**config.mk**
```make
export PLATFORM = sky130hd
export DESIGN_NAME = tmr_reload_timer
export DESIGN_NICKNAME = d
export VERILOG_FILES = /design/src/tmr_pkg.sv /design/src/tmr_reload_timer.sv
export VERILOG_INCLUDE_DIRS = /design/src
export SDC_FILE = /design/constraint.sdc
export NUM_CORES = 1
export LEC_CHECK = 0
export BUFFER_PORTS_ARGS = -buffer_cell sky130_fd_sc_hd__buf_2
export CORE_MARGIN = 3
export CORE_UTILIZATION = 50
export CTS_BUF_LIST = sky130_fd_sc_hd__clkbuf_4
export CTS_CLUSTER_DIAMETER = 120
export DETAILED_ROUTE_END_ITERATION = 8
export PLACE_DENSITY = 0.79
export SLEW_MARGIN = 0
export SYNTH_ARGS = -nofsm -noshare
export SYNTH_HDL_FRONTEND = slang
export SYNTH_SLANG_ARGS = --single-unit
```
**constraint.sdc**
```tcl
create_clock -name clk_sys -period 2.71 [get_ports clk_sys]
set_clock_uncertainty 0.15 [all_clocks]
set_input_delay 0.1355 -clock clk_sys [delete_from_list [all_inputs] [get_ports clk_sys]]
set_output_delay 0.1355 -clock clk_sys [all_outputs]
set_load 0.01 [all_outputs]
```
**src/tmr_cfg.svh**
```systemverilog
/*
 * constants of the cascadable reload timer: offsets, fields, resets, counts
 * assumes byte-wide registers on an 8-bit address, included by bare name
 */
`ifndef TMR_CFG_SVH
`define TMR_CFG_SVH
// register offsets
`define TMR_ADDR_NB_HI   8'h17
`define TMR_ADDR_NB_LO   8'h18
`define TMR_ADDR_CTL     8'h19
`define TMR_ADDR_RLD_HI  8'h1a
`define TMR_ADDR_RLD_LO  8'h1b
`define TMR_ADDR_CNT_HI  8'h1c
`define TMR_ADDR_CNT_LO  8'h1d
`define TMR_ADDR_STATUS  8'h30
`define TMR_ADDR_MASK    8'h31
`define TMR_ADDR_CMD     8'h32
// command bits
`define TMR_CMD_START    0
`define TMR_CMD_STOP     1
// status / mask bit of the underflow flag
`define TMR_IRQ_UFLOW    0
// reset values
`define TMR_CTL_RST      8'h00
`define TMR_RLD_RST      16'h0000
`define TMR_CNT_RST      16'h0000
// control field values
`define TMR_START_NONE   2'h0
`define TMR_START_TX     2'h1
`define TMR_START_LFO_NU 2'h2
`define TMR_CLK_FAST     2'h0
`define TMR_CLK_TICK     2'h1
`define TMR_CLK_CASC_A   2'h2
// system cycles per slow tick (13.56 MHz / 64)
`define TMR_TICK_DIV     64
`endif

```
**src/tmr_pkg.sv**
```systemverilog
/*
 * types of the cascadable reload timer
 * assumes nothing beyond a SystemVerilog compiler
 */
`default_nettype none
package tmr_pkg;
    // one cycle of the register port
    typedef struct packed {
        logic [7:0] addr;   // register offset
        logic [7:0] wdata;  // write data
        logic       wr;     // write strobe
        logic       rd;     // read strobe
    } tmr_bus_type;
    // radio, oscillator and cascade events
    typedef struct packed {
        logic txDone;   // pulse: transmission finished
        logic rxFirst4; // pulse: first 4 bits received
        logic lfoLevel; // low_freq_oscillator level
        logic uflowA;   // pulse: first other timer underflow
        logic uflowB;   // pulse: second other timer underflow
    } tmr_evt_type;
    // control register layout
    typedef struct packed {
        logic       stopOnReceive;
        logic       rsv6;
        logic [1:0] startMode;
        logic       autoRestart;
        logic       rsv2;
        logic [1:0] clockSelect;
    } tmr_ctl_type;
    // run state
    typedef enum logic [0:0] {
        ST_IDLE = 1'b0,
        ST_RUN  = 1'b1
    } tmr_state_type;
endpackage
`default_nettype wire

```
**src/tmr_reload_timer.sv**
```systemverilog
/*
 * cascadable 16-bit reload down-counter with register port and interrupt
 * assumes synchronous event inputs and a single-cycle strobe master
 */
// Overview of operation
// - stop-on-receive halts after first 4 bits
// - stop-on-receive ignored in oscillator trimming modes
// - start mode 00 gives no automatic start
// - start mode 01 starts at transmission end
// - modes 10/11 trim; rising edges start/stop
// - auto-restart reloads at zero, keeps counting; start mode 10 holds at zero
// - no auto-restart: stop at zero, wait start; start mode 10 runs on at zero
// - every underflow sets the interrupt flag
// - clock select 00 fast, 01 slow tick
// - clock select 10/11 cascade other underflows
// - start event loads counter from reload bytes
// - reload writes only act at next start or auto-restart
// - two read-only bytes show live count
// - two read-only bytes show neighbour count
`include "tmr_cfg.svh"
`default_nettype none
module tmr_reload_timer #(
    parameter int TICK_DIV = `TMR_TICK_DIV  // slow tick divider
) (
    input  wire logic                 clk_sys,
    input  wire logic                 nrst,
    input  wire tmr_pkg::tmr_bus_type bus,
    output logic [7:0]                rdData,
    input  wire tmr_pkg::tmr_evt_type evt,
    input  wire logic [15:0]          neighbourCount,
    output logic                      underflowPulse,
    output logic                      irq,
    output logic                      running
);
    import tmr_pkg::*;

    // pick one byte of a word
    function automatic logic [7:0] pickByte(input logic [15:0] v,
                                            input logic hi);
        pickByte = hi ? v[15:8] : v[7:0];
    endfunction

    // write to one offset
    function automatic logic wrHit(input tmr_bus_type b,
                                   input logic [7:0] a);
        wrHit = b.wr && (b.addr == a);
    endfunction

    localparam int TW = $clog2(TICK_DIV);

    // storage
    tmr_ctl_type   ctl_q;      // control register
    logic [15:0]   reload_q;   // reload_value
    logic [15:0]   count_q;    // live counter
    logic [15:0]   count_d;
    tmr_state_type state_q;    // idle or counting
    tmr_state_type state_d;
    logic [0:0]    status_q;   // sticky underflow_irq_flag
    logic [0:0]    status_d;
    logic [0:0]    mask_q;     // interrupt enable
    logic [TW-1:0] tick_q;     // slow tick divider
    logic          lfoPrev_q;  // last oscillator level
    logic          uflow_q;    // registered underflow
    logic [7:0]    rd_q;       // read data

    // decode of the register port
    wire wrCtl    = wrHit(bus, `TMR_ADDR_CTL);
    wire wrRldHi  = wrHit(bus, `TMR_ADDR_RLD_HI);
    wire wrRldLo  = wrHit(bus, `TMR_ADDR_RLD_LO);
    wire wrStatus = wrHit(bus, `TMR_ADDR_STATUS);
    wire wrMask   = wrHit(bus, `TMR_ADDR_MASK);
    wire wrCmd    = wrHit(bus, `TMR_ADDR_CMD);
    wire cmdStart = wrCmd && bus.wdata[`TMR_CMD_START];
    wire cmdStop  = wrCmd && bus.wdata[`TMR_CMD_STOP];

    // control fields
    wire [1:0] startMode = ctl_q.startMode;
    wire [1:0] clockSel  = ctl_q.clockSelect;
    wire       autoRst   = ctl_q.autoRestart;
    wire       lfoMode   = startMode[1];
    wire       isRun     = (state_q == ST_RUN);

    // slow tick from the divider
    wire tickSlow = (tick_q == TW'(TICK_DIV - 1));

    // counting clock selection
    wire cntTick = (clockSel == `TMR_CLK_FAST)   ? 1'b1 :
                   (clockSel == `TMR_CLK_TICK)   ? tickSlow :
                   (clockSel == `TMR_CLK_CASC_A) ? evt.uflowA :
                   evt.uflowB;

    // oscillator rising edge
    wire lfoRise  = evt.lfoLevel && !lfoPrev_q;
    wire lfoStart = lfoMode && lfoRise && !isRun;
    wire lfoStop  = lfoMode && lfoRise && isRun;

    // start events; mode 00 adds no automatic source
    wire txStart = (startMode == `TMR_START_TX) && evt.txDone;
    wire startEv = cmdStart || txStart || lfoStart;

    // stop events; receive stop masked while trimming
    wire rxStop = ctl_q.stopOnReceive && !lfoMode && evt.rxFirst4;
    wire stopEv = cmdStop || rxStop || lfoStop;

    // a stop in the same cycle beats a start
    wire startGo = startEv && !stopEv;

    // counting step and zero detect
    wire runTick = isRun && cntTick;
    wire atZero  = (count_q == 16'h0000);
    wire noUflow = (startMode == `TMR_START_LFO_NU);
    wire uflow   = runTick && atZero && !noUflow && !startGo;

    // next counter value
    always_comb begin
        count_d = count_q;
        if (startGo) begin
            count_d = reload_q;
        end else if (uflow && autoRst) begin
            count_d = reload_q;
        end else if (runTick && !atZero) begin
            count_d = count_q - 16'h0001;
        end
    end

    // next run state
    always_comb begin
        state_d = state_q;
        unique case (state_q)
            ST_IDLE: begin
                if (startGo) begin
                    state_d = ST_RUN;
                end
            end
            ST_RUN: begin
                if (stopEv) begin
                    state_d = ST_IDLE;
                end else if (uflow && !autoRst) begin
                    state_d = ST_IDLE;
                end
            end
        endcase
    end

    // sticky flag: a new underflow beats a clear
    assign status_d = (status_q & ~(wrStatus ? bus.wdata[0:0] : 1'b0))
                    | uflow;

    // read selection, unmapped reads zero
    wire [7:0] rdMux =
        (bus.addr == `TMR_ADDR_NB_HI)  ? pickByte(neighbourCount, 1'b1) :
        (bus.addr == `TMR_ADDR_NB_LO)  ? pickByte(neighbourCount, 1'b0) :
        (bus.addr == `TMR_ADDR_CTL)    ? (ctl_q & 8'hbb) :
        (bus.addr == `TMR_ADDR_RLD_HI) ? pickByte(reload_q, 1'b1) :
        (bus.addr == `TMR_ADDR_RLD_LO) ? pickByte(reload_q, 1'b0) :
        (bus.addr == `TMR_ADDR_CNT_HI) ? pickByte(count_q, 1'b1) :
        (bus.addr == `TMR_ADDR_CNT_LO) ? pickByte(count_q, 1'b0) :
        (bus.addr == `TMR_ADDR_STATUS) ? {7'h00, status_q} :
        (bus.addr == `TMR_ADDR_MASK)   ? {7'h00, mask_q} :
        8'h00;

    // control register, reserved bits kept zero
    always_ff @(posedge clk_sys or negedge nrst) begin
        if (!nrst) begin
            ctl_q <= `TMR_CTL_RST;
        end else if (wrCtl) begin
            ctl_q <= bus.wdata & 8'hbb;
        end
    end

    // reload bytes, only sampled by a start or an auto-restart reload
    always_ff @(posedge clk_sys or negedge nrst) begin
        if (!nrst) begin
            reload_q <= `TMR_RLD_RST;
        end else if (wrRldHi) begin
            reload_q[15:8] <= bus.wdata;
        end else if (wrRldLo) begin
            reload_q[7:0] <= bus.wdata;
        end
    end

    // counter and state
    always_ff @(posedge clk_sys or negedge nrst) begin
        if (!nrst) begin
            count_q <= `TMR_CNT_RST;
            state_q <= ST_IDLE;
        end else begin
            count_q <= count_d;
            state_q <= state_d;
        end
    end

    // slow tick divider runs free
    always_ff @(posedge clk_sys or negedge nrst) begin
        if (!nrst) begin
            tick_q <= '0;
        end else begin
            tick_q <= tickSlow ? '0 : tick_q + TW'(1);
        end
    end

    // edge history and underflow pulse
    always_ff @(posedge clk_sys or negedge nrst) begin
        if (!nrst) begin
            lfoPrev_q <= 1'b0;
            uflow_q   <= 1'b0;
        end else begin
            lfoPrev_q <= evt.lfoLevel;
            uflow_q   <= uflow;
        end
    end

    // interrupt status and mask
    always_ff @(posedge clk_sys or negedge nrst) begin
        if (!nrst) begin
            status_q <= 1'b0;
            mask_q   <= 1'b0;
        end else begin
            status_q <= status_d;
            mask_q   <= wrMask ? bus.wdata[0:0] : mask_q;
        end
    end

    // read data, valid the cycle after the strobe
    always_ff @(posedge clk_sys or negedge nrst) begin
        if (!nrst) begin
            rd_q <= 8'h00;
        end else begin
            rd_q <= bus.rd ? rdMux : 8'h00;
        end
    end

    // outputs
    assign rdData         = rd_q;
    assign underflowPulse = uflow_q;
    assign irq            = |(status_q & mask_q);
    assign running        = isRun;
endmodule // tmr_reload_timer
`default_nettype wire

```
# Yosys cells after proc, flatten, opt, wreduce, memory -nomap -nowiden
# Cells that the tools add are included.
[totals] register_bits=57 input_bits=41 output_inout_bits=11 elab_cells=98
[op_classes] add_sub_neg=2 n_eq_ne=15 muxes=22 n_bitwise=6 reduce_logical=39
[ops] op="8-bit 2-to-1 mux" count=8
[ops] op="8-bit by 5-bit == test with 1-bit output (second input constant)" count=7
[ops] op="16-bit 2-to-1 mux" count=3
[ops] op="8-bit by 6-bit == test with 1-bit output (second input constant)" count=3
[ops] op="1-bit logical AND" count=23
[ops] op="16-bit logical NOT" count=1
[ops] op="16-bit by 1-bit subtractor with 16-bit output (second input constant)" count=1
[ops] op="1-bit 2-to-1 mux" count=9
[ops] op="1-bit logical NOT" count=8
[ops] op="6-bit by 1-bit adder with 6-bit output (second input constant)" count=1
[ops] op="6-bit == test (second input constant)" count=1
[ops] op="6-bit 2-to-1 mux" count=1
[ops] op="2-bit by 1-bit == test with 1-bit output (second input constant)" count=2
[ops] op="2-bit == test (second input constant)" count=2
[ops] op="1-bit logical OR" count=4
[ops] op="1-bit inverter" count=3
[ops] op="3-bit nonzero test" count=1
[ops] op="1-bit bitwise AND" count=2
[ops] op="2-bit logical NOT" count=1
[ops] op="1-bit one-hot mux with 2 select lines" count=1
[ops] op="2-bit AND reduction" count=1
[ops] op="1-bit bitwise OR" count=1

# Longest topological paths before layout
# Gate-level depths: netlist of the first run.
[depth] word_depth=13 depth_mapped=9 ltp_nobuf=7

# Worst setup path after synthesis of the first run
# OpenSTA, ideal clock, no wires.
[synth_timing] kind="register to register" from="register count_q[0]" to="register count_q[1]" arrival_time_ns=1.818 slack_ns=0.617 path_stages_with_launch=9 path_buffers=1 path_cell_list="dfrtp_1 inv_1 ha_1 nor3b_1 nand4_2 nand4b_4 and2_4 buf_6 mux2_4"
[synth_between] elab_chain_len=7
[synth_lines] item="start: declaration" line="tmr_reload_timer.sv:54" text="logic [15:0] count_q;"
[synth_lines] item="start signal: assignment" line="tmr_reload_timer.sv:185" text="count_q <= `TMR_CNT_RST;"
[synth_lines] item="start signal: assignment" line="tmr_reload_timer.sv:188" text="count_q <= count_d;"
[synth_lines] item="parallel branches: the longest is 7 deep, another holds 16-bit by 1-bit subtractor with 16-bit output"
# Several ways; the timed one is not identified. The select of a mux whose other input is x is not followed.
# A chain may end at the register's enable or synchronous reset.

# Final worst setup path of the first run
[layout_timing] from="register count_q[0]" to="register count_q[2]"
# The elaborated chain is that of the path after synthesis.

==> out/qor.yml, run 1 <==
logic_synthesis:
  async_flop_share: 1.00
  synth_warnings: 0
  synth_area_mm2: 0.00337
  synth_seq_area_share: 0.423
  synth.distinct_cells: 64
  syn_area_per_cell_um2: 10.4
  yosys-top-cells-area: "dfrtp_1 42%, mux2_2 9.7%, a21oi_1 4.4%, nand2_1 2.9%, a31oi_1 2.6%"
  synth_common_cells: "57 x dfrtp_1, 30 x a21oi_1, 29 x mux2_2"
  synth-seq-cells: 57
  synth_edf_count: 0
  ys.flop_type: "dfrtp_1"
  synth_nets: 369
  yosysTopAreaCellShare: 0.423
  synthCells: 325
  synth.most_common_cell: "dfrtp_1"
  yosysTopAreaCell: "dfrtp_1"
critical_path:
  r2r_setup_slack_ns: 0.29
  worstRegToRegCells: 7
  r2r-end: "count_q[2]$_DFFE_PN0P_"
  worstSetupStartpointType: "register"
  required_ns: 2.85
  path_class: "register to register"
  critPathMaxFanout: 16
  endpoint_kind: "register"
  arrival_ns: 2.56
  rr_startpoint: "count_q[0]$_DFFE_PN0P_"
clock_network:
  cts_tree: "built"
  clock_latency_ns: 0.42
  cts.clk_slew.worst_paths_ns: 0.12
  tritoncts.num_buffers: 9
  cts_setup_buffers: 0
  clockBufferDepth: 2
  cts_sinks: 57
  cts_root_buffer: "clkbuf_4"
  htreeDepth: 3
placed_design:
  pre_cts_slack_ns: 0.348
  place.gp.congestion: 0.957
  port_buffers: 51
  post-dp-hpwl_mm: 7.01
timing:
  fin_ws_ns: 0.291
  fin_crit_ns: 2.42
  period_share: 0.893
  maxSlewHeadroom: 0.595
  whs_ns: 0.0374
  finalSetupViolations: 0
  fin_setup_tns_ns: 0
  worstMarginPinSlew_ns: 0.604
  slew_violations: 0
  final-hold-violation-count: 0
  rsz0062_at_grt: "no"
  timing.fmax_mhz: 413
detailed_routing:
  postRouteAntennaNets: 0
  drtIter0Drc: 277
  drc: 0
  via_per_inst: 6.29
  wl_per_cell_um: 19.7
  vias: 3044
  totalWireLength_mm: 9.55
  dr.pass1.iters: 5
layout:
  fin_nets: 446
  num-fill-cells: 529
  antennaDiodeCount: 0
  multi_input_area_mm2: 0.00183
  seq_area_mm2: 0.00143
  area_growth_pct: 21.6
  utilization: 0.635
  layout-drive-gt1-share: 0.295
worst_hold_path:
  hold_depth: 5
  whs_endpoint: "running$_DFF_PN0_"
  hp-start: "evt[4]"
  hp-class: "input port to register"
grt:
  grt_pass1_wl_mm: 15.4
  grt-ovfl-total: 0
  grt_pass1_vias: 2975
  grt_max_degree: 32
  antenna_found_initial: 0
  grt_util_all_layers: 0.264
floorplan:
  die_w_um: 88.2
  ioPinCount: 52
  fp.coreArea_mm2: 0.00646
  row_count: 29
  die_area_mm2: 0.00777
  die_h_um: 88.2
  initial_core_util: 0.522
run_status:
  outcome: "finished clean"
pwr:
  p_leak_nw: 1.82
  cellPowerDensity_mw_per_mm2: 684
  power_frac_clock: 0.286
  p_switching_w: 0.000971
  power.internal_w: 0.00183
  peakVddDrop_v: 0.000431
  seqPwrFrac: 0.435
  pwr-share-comb: 0.278
  switching_share: 0.346
job:
  cap_violations: 0
[cell families (layout without fill, tap and decap cells)]
family,count (synthesis),after routing,synth area share
AND/OR/NAND/NOR,107,107,0.209
multiplexers,39,39,0.133
buffers and inverters,22,104,0.0337
AO/OA/AOI/OAI,92,92,0.177
adder cells (fa/ha/maj),3,3,0.0111
XOR/XNOR,5,5,0.0130
flip-flops,57,57,0.423
[metrics by stage]
stage / power [W] / instance area, um2 / cells
after floorplan: 0.00173 / 3370 / 325
after global placement: 0.00195 / 3690 / 445
after detailed placement: 0.00197 / 3690 / 445
after CTS: 0.00280 / 4100 / 484
after global routing: 0.00295 / 4100 / 484
final: 0.00281 / 4100 / 484
[critical path: stages, from the launching register on]
cell and delay, ns:
dfrtp_1 0.39, inv_1 0.15, ha_1 0.18, nor3b_1 0.25
nand4_2 0.22, nand4b_4 0.35, and2_4 0.31, mux2_4 0.31
[power by group through the flow]
stage                     sequential, W  clock (W)  combinational, W
final                           0.00122   0.000804          0.000781
after global routing            0.00124   0.000858          0.000849
after CTS                       0.00121   0.000817          0.000772
after detailed placement        0.00122          0          0.000743
after global placement          0.00122          0          0.000732
after floorplan                 0.00116          0          0.000561
[layout make-up]
cell class                 instances  area share
multi-input combinational        246       0.447
sequential                        57       0.348
timing repair buffer              81       0.131
clock inverter                     6      0.0259
tap                               77      0.0235
clock buffer                      10      0.0183
inverter                           7     0.00640
[cells in the final DEF (no fill, tap or decap), drive strengths merged, types with 4 or more instances in the layout]
cell type and n:
a221o 5, mux2i 7, mux2 31, nand3 8, or4 7, o21ai 16
and3 5, dlygate4sd3 23, nor2 12, nand4 5, o31ai 6, dfrtp 57
a21oi 30, or3 6, a31oi 14, nand4b 5, nor3b 4, and2 6
nand2 26, a22oi 4, nor2b 5, inv 7, clkbuf 10, buf 58
[worst max-delay path by stage]
stage                         endpoint  slack, ns                    from  cells after the start
4_1_cts        count_q[13]$_DFFE_PN0P_       0.32     tick_q[0]$_DFF_PN0_                      5
6_report        count_q[2]$_DFFE_PN0P_       0.29  count_q[0]$_DFFE_PN0P_                      7
2_1_floorplan   count_q[1]$_DFFE_PN0P_       0.62  count_q[0]$_DFFE_PN0P_                      8
3_3_place_gp    count_q[2]$_DFFE_PN0P_       0.37  count_q[0]$_DFFE_PN0P_                      7
3_5_place_dp    count_q[3]$_DFFE_PN0P_       0.35     tick_q[0]$_DFF_PN0_                      5
5_1_grt        count_q[13]$_DFFE_PN0P_       0.10     tick_q[0]$_DFF_PN0_                      5
[state kept, by name, indices dropped and copies added, names as in the netlist]
name            cells
lfoPrev_q           1
mask_q              1
clockSel            2
tick_q              6
autoRst             1
rdData              8
startMode           2
ctl_q               1
underflowPulse      1
count_q            16
status_q            1
running             1
reload_q           16
[layer usage]
metal / vias up / routed length, um / GRT usage
li1: 1400 / - / -
met1: 1464 / 4070 / 0.347
met2: 158 / 4450 / 0.426
met3: 22 / 821 / 0.0790
met4: 0 / 208 / 0.0755
met5: - / 0 / 0
[what timing repair did]
action,4_1_cts,5_1_grt
gates resized for setup,0,0
hold endpoints to repair,90,0
hold buffers,23,0
(Power assumes the default switching activity.)
==> run 2: changes to the inputs <==
CORE_MARGIN = 4   (was 3)
PLACE_DENSITY = not set   (was 0.79)
PLACE_DENSITY_LB_ADDON = 0.15   (was not set)
==> run 2 against run 1 <==
Compared with the run above:
- clock-buffer cell count unchanged
- clock power decreased by 12%
- sequential share of layout area increased by 0.14 points
- fmax increased by 0.12%
- via count decreased by 2.8%
- combinational power about the same
- final area decreased by 0.40%
- critical path depth increased by 1
- global-route usage decreased by 1.7 points
- critical endpoint is now rdData[6]$_DFF_PN0_
- largest power group unchanged
- highest routed layer unchanged
==> out/qor.yml, run 2 (synthesis gave the netlist of run 1 again) <==
detailed_routing:
  drtIter0Drc: 211  # -24%
  dr.pass1.iters: 4  # -1
  totalWireLength_mm: 9.56  # about the same
  wl_per_cell_um: 19.7  # -0.11%
  via_per_inst: 6.10  # -3.0%
  vias: 2959  # -2.8%
  postRouteAntennaNets: 0  # unchanged
  drc: 0  # unchanged
timing:
  whs_ns: 0.0532  # +0.0159 ns
  timing.fmax_mhz: 414  # +0.12%
  fin_setup_tns_ns: 0  # unchanged
  slew_violations: 0  # unchanged
  worstMarginPinSlew_ns: 0.673  # +0.0685 ns
  maxSlewHeadroom: 0.545  # -0.0498
  rsz0062_at_grt: "no"
  final-hold-violation-count: 0  # unchanged
  period_share: 0.892  # -0.00106
  finalSetupViolations: 0  # unchanged
  fin_crit_ns: 2.42  # -0.00286 ns
layout:
  final_common_cell: "dfrtp_1"
  antennaDiodeCount: 0  # unchanged
  layout-drive-gt1-share: 0.299  # +0.00418
  fin_nets: 447  # +0.22%
  area_growth_pct: 21.1
  final_cell_mix: "57 x dfrtp_1, 51 x buf_2, 30 x a21oi_1, 29 x mux2_2, 26 x nand2_1"
critical_path:
  critPathLaunch: "bus[15]"
  worstSetupStartpointType: "input port"
  critPathMaxFanout: 8  # -8
  rr_startpoint: "count_q[0]$_DFFE_PN0P_"
  cp_slowest_cell: "or4b_4"
  timing.critical_path.mode_cell: "dlygate4sd3_1"
  endpoint_kind: "register"
  critPathTopFamily: "buffers and inverters"
  cp_cell_sequence: "buf_2 > or4b_4 > nor3b_4 > buf_4 > a32oi_1 > dlygate4sd3_1 > o2bb2ai_1 > dlygate4sd3_1"
  max_stage_delay_ns: 0.58  # +0.19 ns
  path_class: "input port to register"
  arrival_ns: 2.61  # +0.05 ns
  cp.buffers_inverters: 4  # +3
  required_ns: 2.90  # +0.05 ns
grt:
  grt_max_degree: 40  # +25%
  antenna_found_initial: 0  # unchanged
  grt_pass1_wl_mm: 15.7  # +2.0%
  grt_pass1_vias: 3038  # +2.1%
  grt-ovfl-total: 0  # unchanged
  grt_util_all_layers: 0.247  # -0.0172
pwr:
  seqPwrFrac: 0.452  # +0.017
  pwr-share-comb: 0.287  # +0.009
  power_frac_clock: 0.261  # -0.025
  p_leak_nw: 1.83  # +0.14%
  switching_share: 0.360  # +0.0138
  power_w: 0.00272  # -3.2%
  cellPowerDensity_mw_per_mm2: 665  # -2.8%
  power.internal_w: 0.00174  # -5.2%
  p_switching_w: 0.000978  # +0.70%
  peakVddDrop_v: 0.000379  # -12%
worst_hold_path:
  hp-class: "input port to register"
  hp-start: "evt[4]"
floorplan:
  row_count: 29  # unchanged
  fp.coreArea_mm2: 0.00646  # unchanged
  ioPinCount: 52  # unchanged
  die_area_mm2: 0.00813  # +4.6%
  die_w_um: 90.2  # +2.3%
  die_h_um: 90.2  # +2.3%
  initial_core_util: 0.522  # unchanged
run_status:
  outcome: "finished clean"
clock_network:
  cts.clk_slew.worst_paths_ns: 0.10  # -0.02 ns
  cts_root_buffer: "clkbuf_4"
  cts_sinks: 57  # unchanged
  clockBufferDepth: 2  # unchanged
  cts_tree: "built"
  htreeDepth: 3  # unchanged
  tritoncts.num_buffers: 9  # unchanged
  clock_latency_ns: 0.41  # about the same
placed_design:
  place.gp.congestion: 0.939  # -1.9%
  port_buffers: 51  # unchanged
  post-dp-hpwl_mm: 6.87  # -1.9%
job:
  cap_violations: 0  # unchanged
[run 2: final timing paths]
path | endpoint | slack [ns] | cells past startpoint
min in group asynchronous | count_q[12]$_DFFE_PN0P_ | 0.06 | 2
max in group asynchronous | reload_q[3]$_DFFE_PN0P_ | 1.47 | 3
min | running$_DFF_PN0_ | 0.05 | 5
min reg2reg | tick_q[4]$_DFF_PN0_ | 0.35 | 1
max | rdData[6]$_DFF_PN0_ | 0.29 | 8
max reg2reg | count_q[3]$_DFFE_PN0P_ | 0.32 | 7
[run 2: stage by stage]
step / std cells / worst slack [ns] / utilization / area (um2)
detailed placement: 446 / 0.354 / 0.573 / 3700
CTS: 485 / 0.318 / 0.633 / 4090
global route: 485 / 0.107 / 0.633 / 4090
floorplan: 325 / 0.617 / - / 3370
global placement: 446 / 0.347 / 0.573 / 3700
finish: 485 / 0.294 / 0.633 / 4090
[run 2: worst reg2reg max path: cells and delay by family (launching register included)]
kind	cells	cell delay, ns
and+or+nand+nor	4	1.32
adders and majority gates	1	0.21
AOI/OAI and AO/OA	1	0.18
DFF	1	0.36
buffers and inverters	1	0.09
[run 2: timing repair]
item,CTS,global route
hold endpoints to repair,52,0
gates resized for setup,0,0
hold buffers,23,0
setup buffers,0,0
[run 2: power by group through the flow]
stage | logic, W | clock network [W] | registers, W
final | 0.000780 | 0.000709 | 0.00123
after global routing | 0.000863 | 0.000755 | 0.00125
after CTS | 0.000772 | 0.000722 | 0.00122
after detailed placement | 0.000746 | 0 | 0.00123
after global placement | 0.000735 | 0 | 0.00123
after floorplan | 0.000561 | 0 | 0.00116
[run 2: cell type report]
| class | count | area (um2) |
|---|---|---|
| Clock buffer | 10 | 75.1 |
| Sequential cell | 57 | 1430 |
| Tap cell | 77 | 96.3 |
| Fill cell | 518 | 2370 |
| Inverter | 7 | 26.3 |
| Timing Repair Buffer | 82 | 546 |
| Clock inverter | 6 | 82.6 |
| Multi-Input combinational cell | 246 | 1830 |
[run 2: per-layer routing]
metal / vias up / wire, um / GRT usage
met3: 22 / 740 / 0.0726
li1: 1404 / - / -
met1: 1435 / 3990 / 0.313
met2: 98 / 4610 / 0.399
met5: - / 0 / 0
met4: 0 / 217 / 0.0944
